**src/core/sqm_pkg.sv**
```systemverilog
package sqm_pkg;

  // ----------------------------------------------------------------
  // Register map
  // ----------------------------------------------------------------
  // Byte address is {device[4:0], index[4:0], 2'b00}.
  localparam logic [4:0] DEV_QUALITY = 5'h1E;
  localparam logic [4:0] DEV_TEST = 5'h00;
  localparam logic [4:0] IDX_CFG = 5'h00;
  localparam logic [4:0] IDX_MSE = 5'h01;
  localparam logic [4:0] IDX_MSE_WORST = 5'h02;
  localparam logic [4:0] IDX_QIDX = 5'h03;
  localparam logic [4:0] IDX_TBL1 = 5'h04;
  localparam logic [4:0] IDX_TBL7 = 5'h0A;
  localparam logic [4:0] IDX_TEST_CTL = 5'h14;
  localparam logic [4:0] IDX_TEST_WR = 5'h17;

  // ----------------------------------------------------------------
  // Field layout and reset values
  // ----------------------------------------------------------------
  localparam int KP_W = 4;
  localparam int SCALE_W = 5;
  localparam int CFG_EN_BIT = 0;
  localparam int CFG_SQU_BIT = 1;
  localparam int CFG_KP_LSB = 2;
  localparam int CFG_SCALE_LSB = 6;
  localparam int CFG_CAP_BIT = 15;
  localparam int QIDX_WORST_LSB = 4;
  localparam logic [15:0] CFG_RST = 16'h0000;
  localparam logic [15:0] TEST_RST = 16'h0000;

  // Preconditioning values for the test control and test write words.
  localparam logic [15:0] TC_ARM = 16'h0400;
  localparam logic [15:0] TC_DISARM = 16'h0000;
  localparam logic [15:0] TW_ROUTE = 16'h7200;
  localparam logic [15:0] TC_BUS_ON = 16'h4401;

  // ----------------------------------------------------------------
  // Datapath widths and limits
  // ----------------------------------------------------------------
  localparam int ERR_W = 6;
  localparam logic [6:0] ERR_MAX = 7'h20;
  localparam int SQ_W = 11;
  localparam int FRAC_W = 15;
  localparam int STATE_W = SQ_W + FRAC_W;
  localparam int MSE_W = 9;
  localparam logic [8:0] MSE_MAX = 9'h1FF;
  localparam int IDX_W = 3;
  localparam logic [2:0] IDX_BEST = 3'h7;
  localparam logic [2:0] IDX_DROP = 3'h0;
  // Threshold k resets to TBL_STEP * (8 - k).
  localparam logic [8:0] TBL_STEP = 9'h040;

  // ----------------------------------------------------------------
  // Timing
  // ----------------------------------------------------------------
  localparam int SYMBOL_NS = 8;
  localparam int SNAPSHOT_NS = 524288;
  localparam int SNAP_SYMBOLS = SNAPSHOT_NS / SYMBOL_NS;

  typedef struct packed {
    logic [SCALE_W-1:0] scale;
    logic [KP_W-1:0] kp;
    logic square;
    logic enable;
  } sqm_cfg_t;

  typedef enum logic [2:0] {
    PC_IDLE,
    PC_ARM1,
    PC_DISARM,
    PC_ARM2,
    PC_MAPPED,
    PC_ON
  } sqm_pc_state_t;

endpackage

```
**src/core/sqm_core.sv**
```systemverilog
`timescale 1ns/1ps
// Contract
// - Slicer error is signed, magnitude at most 32.
// - Sequence routes slicer error into quality logic.
// - Quality registers live in device address 30.
// - Measure only while enable bit is set.
// - Square error, then low-pass filter it.
// - Add weighted difference back into filter state.
// - Gain shift divides difference by power two.
// - Scale by power two, saturate at 511.
// - Latch filtered value every 65536 symbols.
// - Capture bit self-clears, loads error result.
// - Keep largest error since last result read.
// - Seven thresholds map error to index 0..7.
// - Capture also loads current quality index.
// - Keep lowest index since last read.
// - Drop link only at index zero.
module sqm_core #(
  parameter int SNAP_SYMBOLS = sqm_pkg::SNAP_SYMBOLS
) (
  input wire logic clock_i,
  input wire logic rst_b_i,
  input wire logic psel_i,
  input wire logic penable_i,
  input wire logic pwrite_i,
  input wire logic [11:0] paddr_i,
  input wire logic [31:0] pwdata_i,
  output logic [31:0] prdata_o,
  output logic pready_o,
  output logic pslverr_o,
  input wire logic sample_valid_i,
  input wire logic [sqm_pkg::ERR_W-1:0] slicer_error_sample_i,
  output logic test_bus_on_o,
  output logic link_drop_o
);

  localparam int CNT_W = $clog2(SNAP_SYMBOLS);
  localparam logic [CNT_W-1:0] CNT_LAST = CNT_W'(SNAP_SYMBOLS - 1);

  // ----------------------------------------------------------------
  // Register bus decode
  // ----------------------------------------------------------------
  sqm_pkg::sqm_cfg_t cfg_reg;
  sqm_pkg::sqm_pc_state_t pc_reg;
  sqm_pkg::sqm_pc_state_t pc_next;
  logic [7:1][sqm_pkg::MSE_W-1:0] thr_reg;
  logic [15:0] test_ctl_reg;
  logic [15:0] test_wr_reg;
  logic [31:0] prdata_reg;
  logic [31:0] rd_next;
  logic [CNT_W-1:0] sym_cnt_reg;
  logic snap_valid_reg;
  logic [sqm_pkg::MSE_W-1:0] mse_snap_reg;
  logic [sqm_pkg::IDX_W-1:0] idx_snap_reg;
  logic [sqm_pkg::MSE_W-1:0] mse_result_reg;
  logic [sqm_pkg::MSE_W-1:0] mse_worst_reg;
  logic [sqm_pkg::IDX_W-1:0] idx_cur_reg;
  logic [sqm_pkg::IDX_W-1:0] idx_worst_reg;
  logic link_drop_reg;
  logic [sqm_pkg::STATE_W-1:0] filt;
  logic [sqm_pkg::IDX_W-1:0] idx_map;

  wire logic setup = psel_i && !penable_i;
  wire logic access = psel_i && penable_i;
  wire logic [4:0] dev = paddr_i[11:7];
  wire logic [4:0] idx = paddr_i[6:2];
  wire logic aligned = (paddr_i[1:0] == 2'b00);
  wire logic dev_q = aligned && (dev == sqm_pkg::DEV_QUALITY);
  wire logic dev_t = aligned && (dev == sqm_pkg::DEV_TEST);
  wire logic hit_tbl = dev_q && (idx >= sqm_pkg::IDX_TBL1) &&
                       (idx <= sqm_pkg::IDX_TBL7);
  wire logic hit_tc = dev_t && (idx == sqm_pkg::IDX_TEST_CTL);
  wire logic hit_tw = dev_t && (idx == sqm_pkg::IDX_TEST_WR);
  wire logic mapped = (dev_q && (idx <= sqm_pkg::IDX_TBL7)) ||
                      hit_tc || hit_tw;
  wire logic wr = access && pwrite_i && mapped;
  wire logic rd = access && !pwrite_i && mapped;
  wire logic wr_cfg = wr && dev_q && (idx == sqm_pkg::IDX_CFG);
  wire logic wr_tc = wr && hit_tc;
  wire logic wr_tw = wr && hit_tw;
  wire logic [15:0] wdata = pwdata_i[15:0];
  wire logic [2:0] tbl_sel = 3'(idx - sqm_pkg::IDX_TBL1 + 5'h01);
  // capture is a pulse, never stored
  wire logic capture = wr_cfg && pwdata_i[sqm_pkg::CFG_CAP_BIT];
  wire logic mse_rd = rd && dev_q && (idx == sqm_pkg::IDX_MSE);
  wire logic qidx_rd = rd && dev_q && (idx == sqm_pkg::IDX_QIDX);

  assign pready_o = 1'b1;
  assign pslverr_o = access && !mapped;
  assign prdata_o = prdata_reg;

  // The read word is taken in the setup cycle so that prdata comes
  // from a flip-flop while the slave still answers without wait.
  always_comb begin
    rd_next = 32'h0000_0000;
    if (dev_q) begin
      unique case (idx)
        sqm_pkg::IDX_CFG: rd_next[15:0] = {5'h00, cfg_reg};
        sqm_pkg::IDX_MSE: rd_next[8:0] = mse_result_reg;
        sqm_pkg::IDX_MSE_WORST: rd_next[8:0] = mse_worst_reg;
        sqm_pkg::IDX_QIDX: begin
          rd_next[2:0] = idx_cur_reg;
          rd_next[sqm_pkg::QIDX_WORST_LSB +: 3] = idx_worst_reg;
        end
        default: begin
          if (hit_tbl) begin
            rd_next[8:0] = thr_reg[tbl_sel];
          end
        end
      endcase
    end else if (hit_tc) begin
      rd_next[15:0] = test_ctl_reg;
    end else if (hit_tw) begin
      rd_next[15:0] = test_wr_reg;
    end
  end

  always_ff @(posedge clock_i or negedge rst_b_i) begin
    if (!rst_b_i) begin
      prdata_reg <= 32'h0000_0000;
    end else if (setup) begin
      prdata_reg <= rd_next;
    end
  end

  // ----------------------------------------------------------------
  // Configuration and threshold registers
  // ----------------------------------------------------------------
  always_ff @(posedge clock_i or negedge rst_b_i) begin
    if (!rst_b_i) begin
      cfg_reg <= sqm_pkg::sqm_cfg_t'(sqm_pkg::CFG_RST[10:0]);
    end else if (wr_cfg) begin
      cfg_reg <= sqm_pkg::sqm_cfg_t'(wdata[10:0]);
    end
  end

  always_ff @(posedge clock_i or negedge rst_b_i) begin
    if (!rst_b_i) begin
      for (int k = 1; k <= 7; k++) begin
        thr_reg[k] <= 9'(sqm_pkg::TBL_STEP * (8 - k));
      end
    end else if (wr && hit_tbl) begin
      thr_reg[tbl_sel] <= pwdata_i[8:0];
    end
  end

  always_ff @(posedge clock_i or negedge rst_b_i) begin
    if (!rst_b_i) begin
      test_ctl_reg <= sqm_pkg::TEST_RST;
      test_wr_reg <= sqm_pkg::TEST_RST;
    end else begin
      if (wr_tc) begin
        test_ctl_reg <= wdata;
      end
      if (wr_tw) begin
        test_wr_reg <= wdata;
      end
    end
  end

  // ----------------------------------------------------------------
  // Preconditioning sequence
  // ----------------------------------------------------------------
  // A wrong value at any step restarts the sequence; an arming write
  // counts as its first step so a retry need not pass through idle.
  always_comb begin
    pc_next = pc_reg;
    if (wr_tc) begin
      pc_next = (wdata == sqm_pkg::TC_ARM) ? sqm_pkg::PC_ARM1
                                           : sqm_pkg::PC_IDLE;
      unique case (pc_reg)
        sqm_pkg::PC_ARM1: begin
          if (wdata == sqm_pkg::TC_DISARM) begin
            pc_next = sqm_pkg::PC_DISARM;
          end
        end
        sqm_pkg::PC_DISARM: begin
          if (wdata == sqm_pkg::TC_ARM) begin
            pc_next = sqm_pkg::PC_ARM2;
          end
        end
        sqm_pkg::PC_MAPPED, sqm_pkg::PC_ON: begin
          if (wdata == sqm_pkg::TC_BUS_ON) begin
            pc_next = sqm_pkg::PC_ON;
          end
        end
        sqm_pkg::PC_IDLE, sqm_pkg::PC_ARM2: begin
        end
      endcase
    end else if (wr_tw && pc_reg == sqm_pkg::PC_ARM2) begin
      pc_next = (wdata == sqm_pkg::TW_ROUTE) ? sqm_pkg::PC_MAPPED
                                             : sqm_pkg::PC_IDLE;
    end
  end

  always_ff @(posedge clock_i or negedge rst_b_i) begin
    if (!rst_b_i) begin
      pc_reg <= sqm_pkg::PC_IDLE;
    end else begin
      pc_reg <= pc_next;
    end
  end

  wire logic route_on = (pc_reg == sqm_pkg::PC_ON);
  wire logic run = cfg_reg.enable && route_on;
  assign test_bus_on_o = route_on;

  // ----------------------------------------------------------------
  // Filter, scaling and index
  // ----------------------------------------------------------------
  sqm_filter u_filter (
    .clock_i(clock_i),
    .rst_b_i(rst_b_i),
    .cfg_i(cfg_reg),
    .run_i(run),
    .sample_valid_i(sample_valid_i),
    .sample_i(slicer_error_sample_i),
    .filt_o(filt)
  );

  // scale and saturate
  // The fraction bits are dropped first so that the scale shift acts
  // on the whole filtered value, as software sees it.
  wire logic [sqm_pkg::STATE_W-1:0] shifted =
    filt >> (sqm_pkg::FRAC_W + cfg_reg.scale);
  wire logic over = |shifted[sqm_pkg::STATE_W-1:sqm_pkg::MSE_W];
  wire logic [sqm_pkg::MSE_W-1:0] mse_scaled =
    over ? sqm_pkg::MSE_MAX : shifted[sqm_pkg::MSE_W-1:0];

  sqm_index_map u_index_map (
    .mse_i(mse_scaled),
    .thr_i(thr_reg),
    .idx_o(idx_map)
  );

  // ----------------------------------------------------------------
  // Snapshot interval
  // ----------------------------------------------------------------
  // symbol interval count
  wire logic snap = run && sample_valid_i && (sym_cnt_reg == CNT_LAST);

  always_ff @(posedge clock_i or negedge rst_b_i) begin
    if (!rst_b_i) begin
      sym_cnt_reg <= '0;
    end else if (!run) begin
      sym_cnt_reg <= '0;
    end else if (sample_valid_i) begin
      sym_cnt_reg <= snap ? '0 : CNT_W'(sym_cnt_reg + 1'b1);
    end
  end

  // Snapshots survive a pause in measurement so software can still
  // read the last figure after clearing the enable bit.
  always_ff @(posedge clock_i or negedge rst_b_i) begin
    if (!rst_b_i) begin
      snap_valid_reg <= 1'b0;
      mse_snap_reg <= '0;
      idx_snap_reg <= sqm_pkg::IDX_BEST;
    end else if (snap) begin
      snap_valid_reg <= 1'b1;
      mse_snap_reg <= mse_scaled;
      idx_snap_reg <= idx_map;
    end
  end

  // ----------------------------------------------------------------
  // Results and worst-case trackers
  // ----------------------------------------------------------------
  always_ff @(posedge clock_i or negedge rst_b_i) begin
    if (!rst_b_i) begin
      mse_result_reg <= '0;
      idx_cur_reg <= sqm_pkg::IDX_BEST;
    end else if (capture) begin
      mse_result_reg <= mse_snap_reg;
      idx_cur_reg <= idx_snap_reg;
    end
  end

  // A new snapshot in the cycle of a read is kept: the set wins.
  always_ff @(posedge clock_i or negedge rst_b_i) begin
    if (!rst_b_i) begin
      mse_worst_reg <= '0;
    end else if (snap) begin
      if (mse_rd || !snap_valid_reg || mse_scaled > mse_worst_reg) begin
        mse_worst_reg <= mse_scaled;
      end
    end else if (mse_rd) begin
      mse_worst_reg <= mse_snap_reg;
    end
  end

  always_ff @(posedge clock_i or negedge rst_b_i) begin
    if (!rst_b_i) begin
      idx_worst_reg <= sqm_pkg::IDX_BEST;
    end else if (snap) begin
      if (qidx_rd || !snap_valid_reg || idx_map < idx_worst_reg) begin
        idx_worst_reg <= idx_map;
      end
    end else if (qidx_rd) begin
      idx_worst_reg <= idx_snap_reg;
    end
  end

  always_ff @(posedge clock_i or negedge rst_b_i) begin
    if (!rst_b_i) begin
      link_drop_reg <= 1'b0;
    end else begin
      link_drop_reg <= run && snap_valid_reg &&
                       (idx_snap_reg == sqm_pkg::IDX_DROP);
    end
  end

  assign link_drop_o = link_drop_reg;
endmodule

```
**src/core/sqm_filter.sv**
```systemverilog
`timescale 1ns/1ps
module sqm_filter (
  input wire logic clock_i,
  input wire logic rst_b_i,
  input wire sqm_pkg::sqm_cfg_t cfg_i,
  input wire logic run_i,
  input wire logic sample_valid_i,
  input wire logic [sqm_pkg::ERR_W-1:0] sample_i,
  output logic [sqm_pkg::STATE_W-1:0] filt_o
);

  // ----------------------------------------------------------------
  // Error term
  // ----------------------------------------------------------------
  logic [sqm_pkg::STATE_W-1:0] state_reg;
  logic [sqm_pkg::STATE_W-1:0] state_next;
  wire logic [6:0] err_ext = {sample_i[5], sample_i};
  wire logic [6:0] mag = sample_i[5] ? 7'(-err_ext) : err_ext;
  wire logic [6:0] mag_c = (mag > sqm_pkg::ERR_MAX) ? sqm_pkg::ERR_MAX : mag;
  wire logic [13:0] sq = mag_c * mag_c;
  wire logic [sqm_pkg::SQ_W-1:0] term =
    cfg_i.square ? sq[sqm_pkg::SQ_W-1:0] : sqm_pkg::SQ_W'(mag_c);

  // ----------------------------------------------------------------
  // First-order low-pass
  // ----------------------------------------------------------------
  wire logic signed [sqm_pkg::STATE_W:0] target =
    $signed({1'b0, term, {sqm_pkg::FRAC_W{1'b0}}});
  wire logic signed [sqm_pkg::STATE_W:0] cur = $signed({1'b0, state_reg});
  wire logic signed [sqm_pkg::STATE_W:0] diff = target - cur;
  wire logic signed [sqm_pkg::STATE_W:0] step = diff >>> cfg_i.kp;
  wire logic signed [sqm_pkg::STATE_W:0] sum = cur + step;

  assign state_next = sum[sqm_pkg::STATE_W-1:0];
  assign filt_o = state_reg;

  // The state restarts from zero whenever measurement is stopped.
  always_ff @(posedge clock_i or negedge rst_b_i) begin
    if (!rst_b_i) begin
      state_reg <= '0;
    end else if (!run_i) begin
      state_reg <= '0;
    end else if (sample_valid_i) begin
      state_reg <= state_next;
    end
  end
endmodule

```
**src/core/sqm_index_map.sv**
```systemverilog
`timescale 1ns/1ps
module sqm_index_map (
  input wire logic [sqm_pkg::MSE_W-1:0] mse_i,
  input wire logic [7:1][sqm_pkg::MSE_W-1:0] thr_i,
  output logic [sqm_pkg::IDX_W-1:0] idx_o
);

  // Walking from threshold seven up to one makes threshold one win,
  // so a table that is not monotonic still gives a defined index.
  function automatic logic [sqm_pkg::IDX_W-1:0] map_index(
    input logic [sqm_pkg::MSE_W-1:0] mse,
    input logic [7:1][sqm_pkg::MSE_W-1:0] thr
  );
    logic [sqm_pkg::IDX_W-1:0] idx;
    idx = sqm_pkg::IDX_BEST;
    for (int k = 7; k >= 1; k--) begin
      if (mse > thr[k]) begin
        idx = sqm_pkg::IDX_W'(k - 1);
      end
    end
    return idx;
  endfunction

  assign idx_o = map_index(mse_i, thr_i);

endmodule

```
**config.mk**
```make
export PLATFORM = sky130hd
export DESIGN_NAME = sqm_core
export DESIGN_NICKNAME = d
export VERILOG_FILES = /design/src/core/sqm_pkg.sv /design/src/core/sqm_core.sv /design/src/core/sqm_filter.sv /design/src/core/sqm_index_map.sv
export SDC_FILE = /design/constraint.sdc
export NUM_CORES = 1
export LEC_CHECK = 0
export BUFFER_PORTS_ARGS = -buffer_cell sky130_fd_sc_hd__buf_4
export CAP_MARGIN = 10
export CORE_ASPECT_RATIO = 0.9
export CORE_MARGIN = 5
export CORE_UTILIZATION = 50
export DETAILED_ROUTE_END_ITERATION = 16
export GPL_TIMING_DRIVEN = 0
export MAX_ROUTING_LAYER = met4
export PLACE_DENSITY = 0.78
export SLEW_MARGIN = 10
export SYNTH_ARGS = -nofsm -noshare
export SYNTH_HDL_FRONTEND = slang
export SYNTH_SLANG_ARGS = --single-unit
```
**constraint.sdc**
```tcl
create_clock -name clock_i -period 5.5 [get_ports clock_i]
set_input_delay 0.275 -clock clock_i [delete_from_list [all_inputs] [get_ports clock_i]]
set_output_delay 0.275 -clock clock_i [all_outputs]
set_load 0.02 [all_outputs]
```
# Yosys cells after proc, flatten, opt, wreduce, memory -nomap -nowiden
# Cells that the tools add are included.
word_totals:
  reg_bits: 205
  latchBits: 0
  ram_bits: 0
  rom_bits: 0
  inputBits: 56
  output_inout_bits: 36
  elab_cells: 163
  n_memories: 0
op_classes:
  addsub: 7
  multipliers: 1
  div: 0
  n_lt_le_gt_ge: 14
  n_eq_ne: 18
  shifts: 2
  muxes: 44
  bitwise_logic: 0
  n_reduce_logical: 52
ops:
  columns: ["cell", "n"]
  rows:
  - ["$mux 16", 6]
  - ["$gt 9x9->1", 8]
  - ["$bwmux 63", 1]
  - ["$mux 9", 7]
  - ["$mux 26", 2]
  - ["$mux 3", 11]
  - ["$eq 16x15->1 const B", 2]
  - ["$logic_and 1x1->1", 30]
  - ["$bmux 9 s3", 1]
  - ["$demux 9 s3", 1]
  - ["$sshr 27x4->26", 1]
  - ["$sub 26x26->27", 1]
  - ["$add 26x26->26", 1]
  - ["$shr 26x6->26", 1]
  - ["$pmux 3 s4", 2]
  - ["$reduce_or 17->1", 1]
  - ["$add 16x1->16 const B", 1]
  - ["$eq 16x11->1 const B", 1]
  - ["$eq 16x16->1 const B", 1]
  - ["$logic_not 16->1", 1]
  - ["$eq 5x5->1 const B", 3]
  - ["$mux 7", 2]
  - ["$mul 7x7->11", 1]
  - ["$mux 11", 1]
  - ["30 further kinds", 51]

# Logic depth before layout (Yosys ltp)
depth:
  word_depth: 16
  depth_mapped: 44
  depth_no_buf: 42

# Hierarchy
# A second synthesis with hierarchy kept.
hier_totals:
  cells_unflattened: 1796
  area_unflattened_um2: 16639.7
by_module_without_submodules:
  columns: ["module", "n_inst", "cells_each", "area_each_um2", "seq_area_each_um2"]
  rows:
  - ["sqm_core", 1, 817, 9271.4, 4505.6]
  - ["sqm_filter", 1, 755, 5729.2, 650.6]
  - ["sqm_index_map", 1, 224, 1639.1, 0.0]

# Worst setup path before layout
# No wires, ideal clock.
synth_timing:
  path_type: "input-to-reg"
  from: "input port slicer_error_sample_i[0] (netlist name)"
  to: "register u_filter.state_reg (netlist bit u_filter.filt_o[22])"
  setup_time_ns: 0.067
  arrival_ns: 7.937
  required_time_ns: 5.433
  path_slack_ns: -2.504
  stages: 33
  n_path_buf: 2
  cell_sequence: "clkbuf_1 > or3_1 > or4b_1 > clkbuf_1 > nand2_1 > nor2_1 > ha_1 > inv_1 > fa_1 > inv_1 > fa_1 > fa_1 > ha_1 > inv_1 > a21oi_1 > o21ai_0 > nand2b_1 > xor2_1 > and2_1 > ha_1 > a21oi_1 > o21ai_0 > or3_1 > a32oi_1 > a31oi_1 > mux4_2 > ha_1 > nand2_1 > o311a_1 > or4_1 > a31oi_1 > nor4b_1 > a311o_1"
synth_via:
  elab_chain_cells: 11
synth_lines:
  columns: ["element", "line_no", "text"]
  rows:
  - ["start: declaration", "sqm_core.sv:32", "input wire logic [sqm_pkg::ERR_W-1:0] slicer_error_sample_i,"]
  - ["$neg 7->7", "sqm_filter.sv:18", "wire logic [6:0] mag = sample_i[5] ? 7'(-err_ext) : err_ext;"]
  - ["$mux 7 (*)", "sqm_filter.sv:18", null]
  - ["$gt 7x6->1", "sqm_filter.sv:19", "wire logic [6:0] mag_c = (mag > sqm_pkg::ERR_MAX) ? sqm_pkg::ERR_MAX : mag;"]
  - ["$mux 7 (*)", "sqm_filter.sv:19", null]
  - ["$mul 7x7->11", "sqm_filter.sv:20", "wire logic [13:0] sq = mag_c * mag_c;"]
  - ["$mux 11 (*)", "sqm_filter.sv:22", "cfg_i.square ? sq[sqm_pkg::SQ_W-1:0] : sqm_pkg::SQ_W'(mag_c);"]
  - ["$sub 26x26->27 (*)", "sqm_filter.sv:30", "wire logic signed [sqm_pkg::STATE_W:0] diff = target - cur;"]
  - ["$sshr 27x4->26 (*)", "sqm_filter.sv:31", "wire logic signed [sqm_pkg::STATE_W:0] step = diff >>> cfg_i.kp;"]
  - ["$add 26x26->26 (*)", "sqm_filter.sv:32", "wire logic signed [sqm_pkg::STATE_W:0] sum = cur + step;"]
  - ["$mux 26 (*)", "sqm_filter.sv:43", "end else if (sample_valid_i) begin"]
  - ["$mux 26 (*)", "sqm_filter.sv:41", "end else if (!run_i) begin"]
  - ["end signal: assignment", "sqm_filter.sv:44", "state_reg <= state_next;"]
  - ["end: declaration", "sqm_filter.sv:15", "logic [sqm_pkg::STATE_W-1:0] state_reg;"]
# Mark *: on every way between the ends. The rest lies on a longest branch, timed or not. The select of a mux whose other input is x is not followed.
# A chain may end at the register's enable or synchronous reset.

# Final worst setup path
layout_timing:
  from: "input port slicer_error_sample_i[2] (netlist name)"
  to: "register u_filter.state_reg (netlist bit u_filter.filt_o[25])"
# Same word-level chain as after synthesis.

==> results.py <==
metrics = {
    "run_status": {
        "outcome": "complete, but fails checks",
        "violations": "setup timing",
    },
    "hold_path": {
        "hold_class": "in -> reg",
    },
    "placement": {
        "dp_hpwl_mm": 36.27,
        "place_congestion": 0.9773,
        "port_buffers": 57,
        "post-place-cells": 2352,
    },
    "power": {
        "netSwitchingFraction": 0.2961,
        "total_power_w": 0.003978,
        "p_seq_frac": 0.380,
        "p_int_w": 0.002800,
        "power.density_mw_per_mm2": 201.4,
        "clockPowerShare": 0.374,
        "power.share.combinational": 0.246,
        "leakage_nw": 9.015,
        "p_sw_w": 0.001178,
        "ir_drop_mv": 0.2315,
    },
    "synth": {
        "synthFlopType": "dfrtp_1",
        "yosysMostFrequentCell": "dfrtp_1",
        "yosys.area.top_type": "dfrtp_1",
        "synth_cell_type_count": 87,
        "yosys-top-cells-count": "dfrtp_1 (184), nand2_1 (169), inv_1 (138)",
        "synth-seq-area-share": 0.3137,
        "synth_area_leaders": "dfrtp_1 (28%), ha_1 (10%), mux2_2 (8.8%), nand2_1 (3.9%), dfstp_2 (3.4%)",
        "synth-seq-cells": 205,
        "syn-cell-area_sq_mm": 0.01643,
        "synthArstFlopShare": 1.000,
        "yosysTopAreaCellShare": 0.2802,
        "synth_edf_count": 0,
        "synth_cells": 1843,
        "syn_area_per_cell_sq_um": 8.917,
        "synth_warnings": 0,
    },
    "worst_setup_path": {
        "crit_top_cell": "inv_2",
        "cp.required_ns": 5.94,
        "critPathKind": "in -> reg",
        "cp_top_family": "adder cells",
        "cp-end-kind": "register",
        "startpoint_type": "primary input",
        "arrival_ns": 8.18,
        "critical-path-max-stage-delay_ns": 0.54,
        "critPathSlowestCell": "or4b_4",
        "r2r_setup_slack_ns": -0.77,
        "path_buf_inv": 4,
        "path_max_fanout": 4,
    },
    "route": {
        "wl_per_cell_um": 20.79,
        "drcViolationCount": 0,
        "route.met3.wl_mm": 4.002,
        "met2_length_mm": 23.53,
        "viasPerCell": 6.278,
        "ant_nets": 0,
        "routed-via-count": 15360,
        "wirelength_mm": 50.88,
        "drt_iter0_markers": 1823,
        "drt_pass1_iterations": 8,
        "route.top_layer_used": "met4",
        "wl_met1_mm": 21.60,
    },
    "global_route": {
        "antenna_found_initial": 0,
        "grt_pass1_wl_mm": 79.54,
        "grt_overflow": 0,
        "grt_max_degree": 114,
        "grt_pass1_vias": 14900,
        "grt_usage": 0.2713,
    },
    "final_layout": {
        "antenna_cells": 0,
        "final_core_util": 0.6038,
        "syn2layout_area_growth_pct": 20.19,
        "finalNonFillerCells": 2447,
        "nNetsFinal": 2215,
        "largest_reg_flops": 63,
        "drive_above_1_share": 0.2509,
    },
    "run": {
        "maxCapViolations": 0,
    },
    "sta": {
        "worst_pin_slew_ns": 0.9270,
        "fmax_mhz": 129.2,
        "slew_headroom": 0.3820,
        "final-setup-viol-count": 21,
        "fin_crit_sh": 1.407,
        "finClkSkew_ns": 0.01938,
        "fin_ws_ns": -2.238,
        "slew_violations": 0,
        "hold_viol_final": 0,
        "min_period_ns": 7.738,
        "rsz0062_at_grt": "yes",
        "fin_setup_tns_ns": -32.41,
    },
    "clock_tree": {
        "clk-insertion-delay-late_ns": 0.52,
        "cts_root_buf": "clkbuf_16",
        "cts_num_sinks": 205,
        "cts_tree": "built",
        "cts_buffers": 22,
        "cts.clk_slew.worst_paths_ns": 0.06,
        "clk_path_buf_depth": 3,
        "htreeDepth": 1,
    },
    "floorplanning": {
        "initial_utilization": 0.5024,
        "die_y_um": 182.0,
        "io_pins": 92,
        "core-area_sq_mm": 0.03271,
        "fp.dieArea_sq_mm": 0.03660,
        "die_x_um": 201.1,
        "rows": 63,
    },
}
per-stage QoR:
stage	worst slack [ns]	area, sq um	hold WS [ns]
final	-2.238	19750	0.03565
after global routing	-2.394	19750	0.03143
after CTS	-2.115	19250	0.02346
after detailed placement	-3.150	17730	0.3488
after global placement	-3.114	17660	0.4624
after floorplan	-1.814	16710	-0.02059
what timing repair did:
item | in CTS | in global routing
gates cloned | 0 | 0
hold buffers | 1 | 0
gates resized for setup | 103 | 81
pin swaps | 59 | 77
setup endpoints to repair | 24 | 25
endpoints found under the hold margin | 78 | 0
setup buffers | 38 | 20
final timing paths:
kind	start	to	cells past startpoint
min in group asynchronous	rst_b_i	thr_reg[55]	2
setup / recovery	slicer_error_sample_i[2]	u_filter.filt_o[25]	36
setup reg to reg	u_filter.filt_o[15]	u_filter.filt_o[24]	19
hold / removal	pwdata_i[11]	test_ctl_reg[11]	2
max in group asynchronous	rst_b_i	u_filter.filt_o[20]	3
hold reg to reg	prdata_o[11]	prdata_o[11]	2
power groups by stage:
stage	combinational [W]	sequential, W	clock (W)
detailed placement	0.000787	0.00154	0
finish	0.000979	0.00151	0.00149
floorplan	0.000566	0.00154	0
global placement	0.000756	0.00154	0
global route	0.00107	0.00151	0.00157
CTS	0.000900	0.00151	0.00150
metal layers:
layer  GRT usage  vias to the layer above
met3     0.03339                      150
met4     0.08285                        0
li1            -                     6930
met2      0.4243                      735
met1      0.3722                     7547
met5           -                        -
worst register-to-register path, delay by kind of cell (launching register included):
| family | cells | cell delay, ns |
|---|---|---|
| AND/OR/NAND/NOR | 3 | 1.34 |
| multiplexers | 3 | 1.33 |
| XOR/XNOR | 1 | 0.20 |
| flip-flops | 1 | 0.40 |
| adder cells (fa/ha/maj) | 2 | 0.78 |
| AO/OA/AOI/OAI | 9 | 1.95 |
| buffers and inverters | 1 | 0.13 |
cells by family after synthesis:
logic type | count (synthesis) | share of synthesized area
compound gates | 448 | 0.1782
xor+xnor | 49 | 0.02611
fa+ha+maj | 150 | 0.1206
buf+inv | 253 | 0.06243
flops | 205 | 0.3137
mux | 187 | 0.1358
other cells | 2 | 0.0004570
simple gates | 549 | 0.1627
cell usage in the layout, fill, tap and decap left out, types with 21 or more instances in the layout:
cell type / n
mux2_2: 128
ha_1: 113
clkbuf_16: 24
o21ai_0: 89
mux2i_1: 41
inv_1: 128
a21oi_1: 89
nand3_1: 48
nor2_1: 119
nor3_1: 36
dfrtp_1: 184
xnor2_1: 29
nand2_1: 161
nand4_1: 22
dfstp_2: 21
buf_4: 124
a21o_1: 32
clkbuf_1: 81
conb_1: 28
layout make-up:
| class | instances | area [sq um] |
|---|---|---|
| Buffer | 109 | 508.0 |
| Clock buffer | 35 | 690.7 |
| Clock inverter | 5 | 35.03 |
| Fill cell | 2696 | 12960 |
| Inverter | 140 | 525.5 |
| Multi-Input combinational cell | 1411 | 11350 |
| Sequential cell | 205 | 5156 |
| Tap cell | 422 | 528.0 |
| Timing Repair Buffer | 120 | 962.2 |
Note: power is estimated with default switching activity, not from simulation.
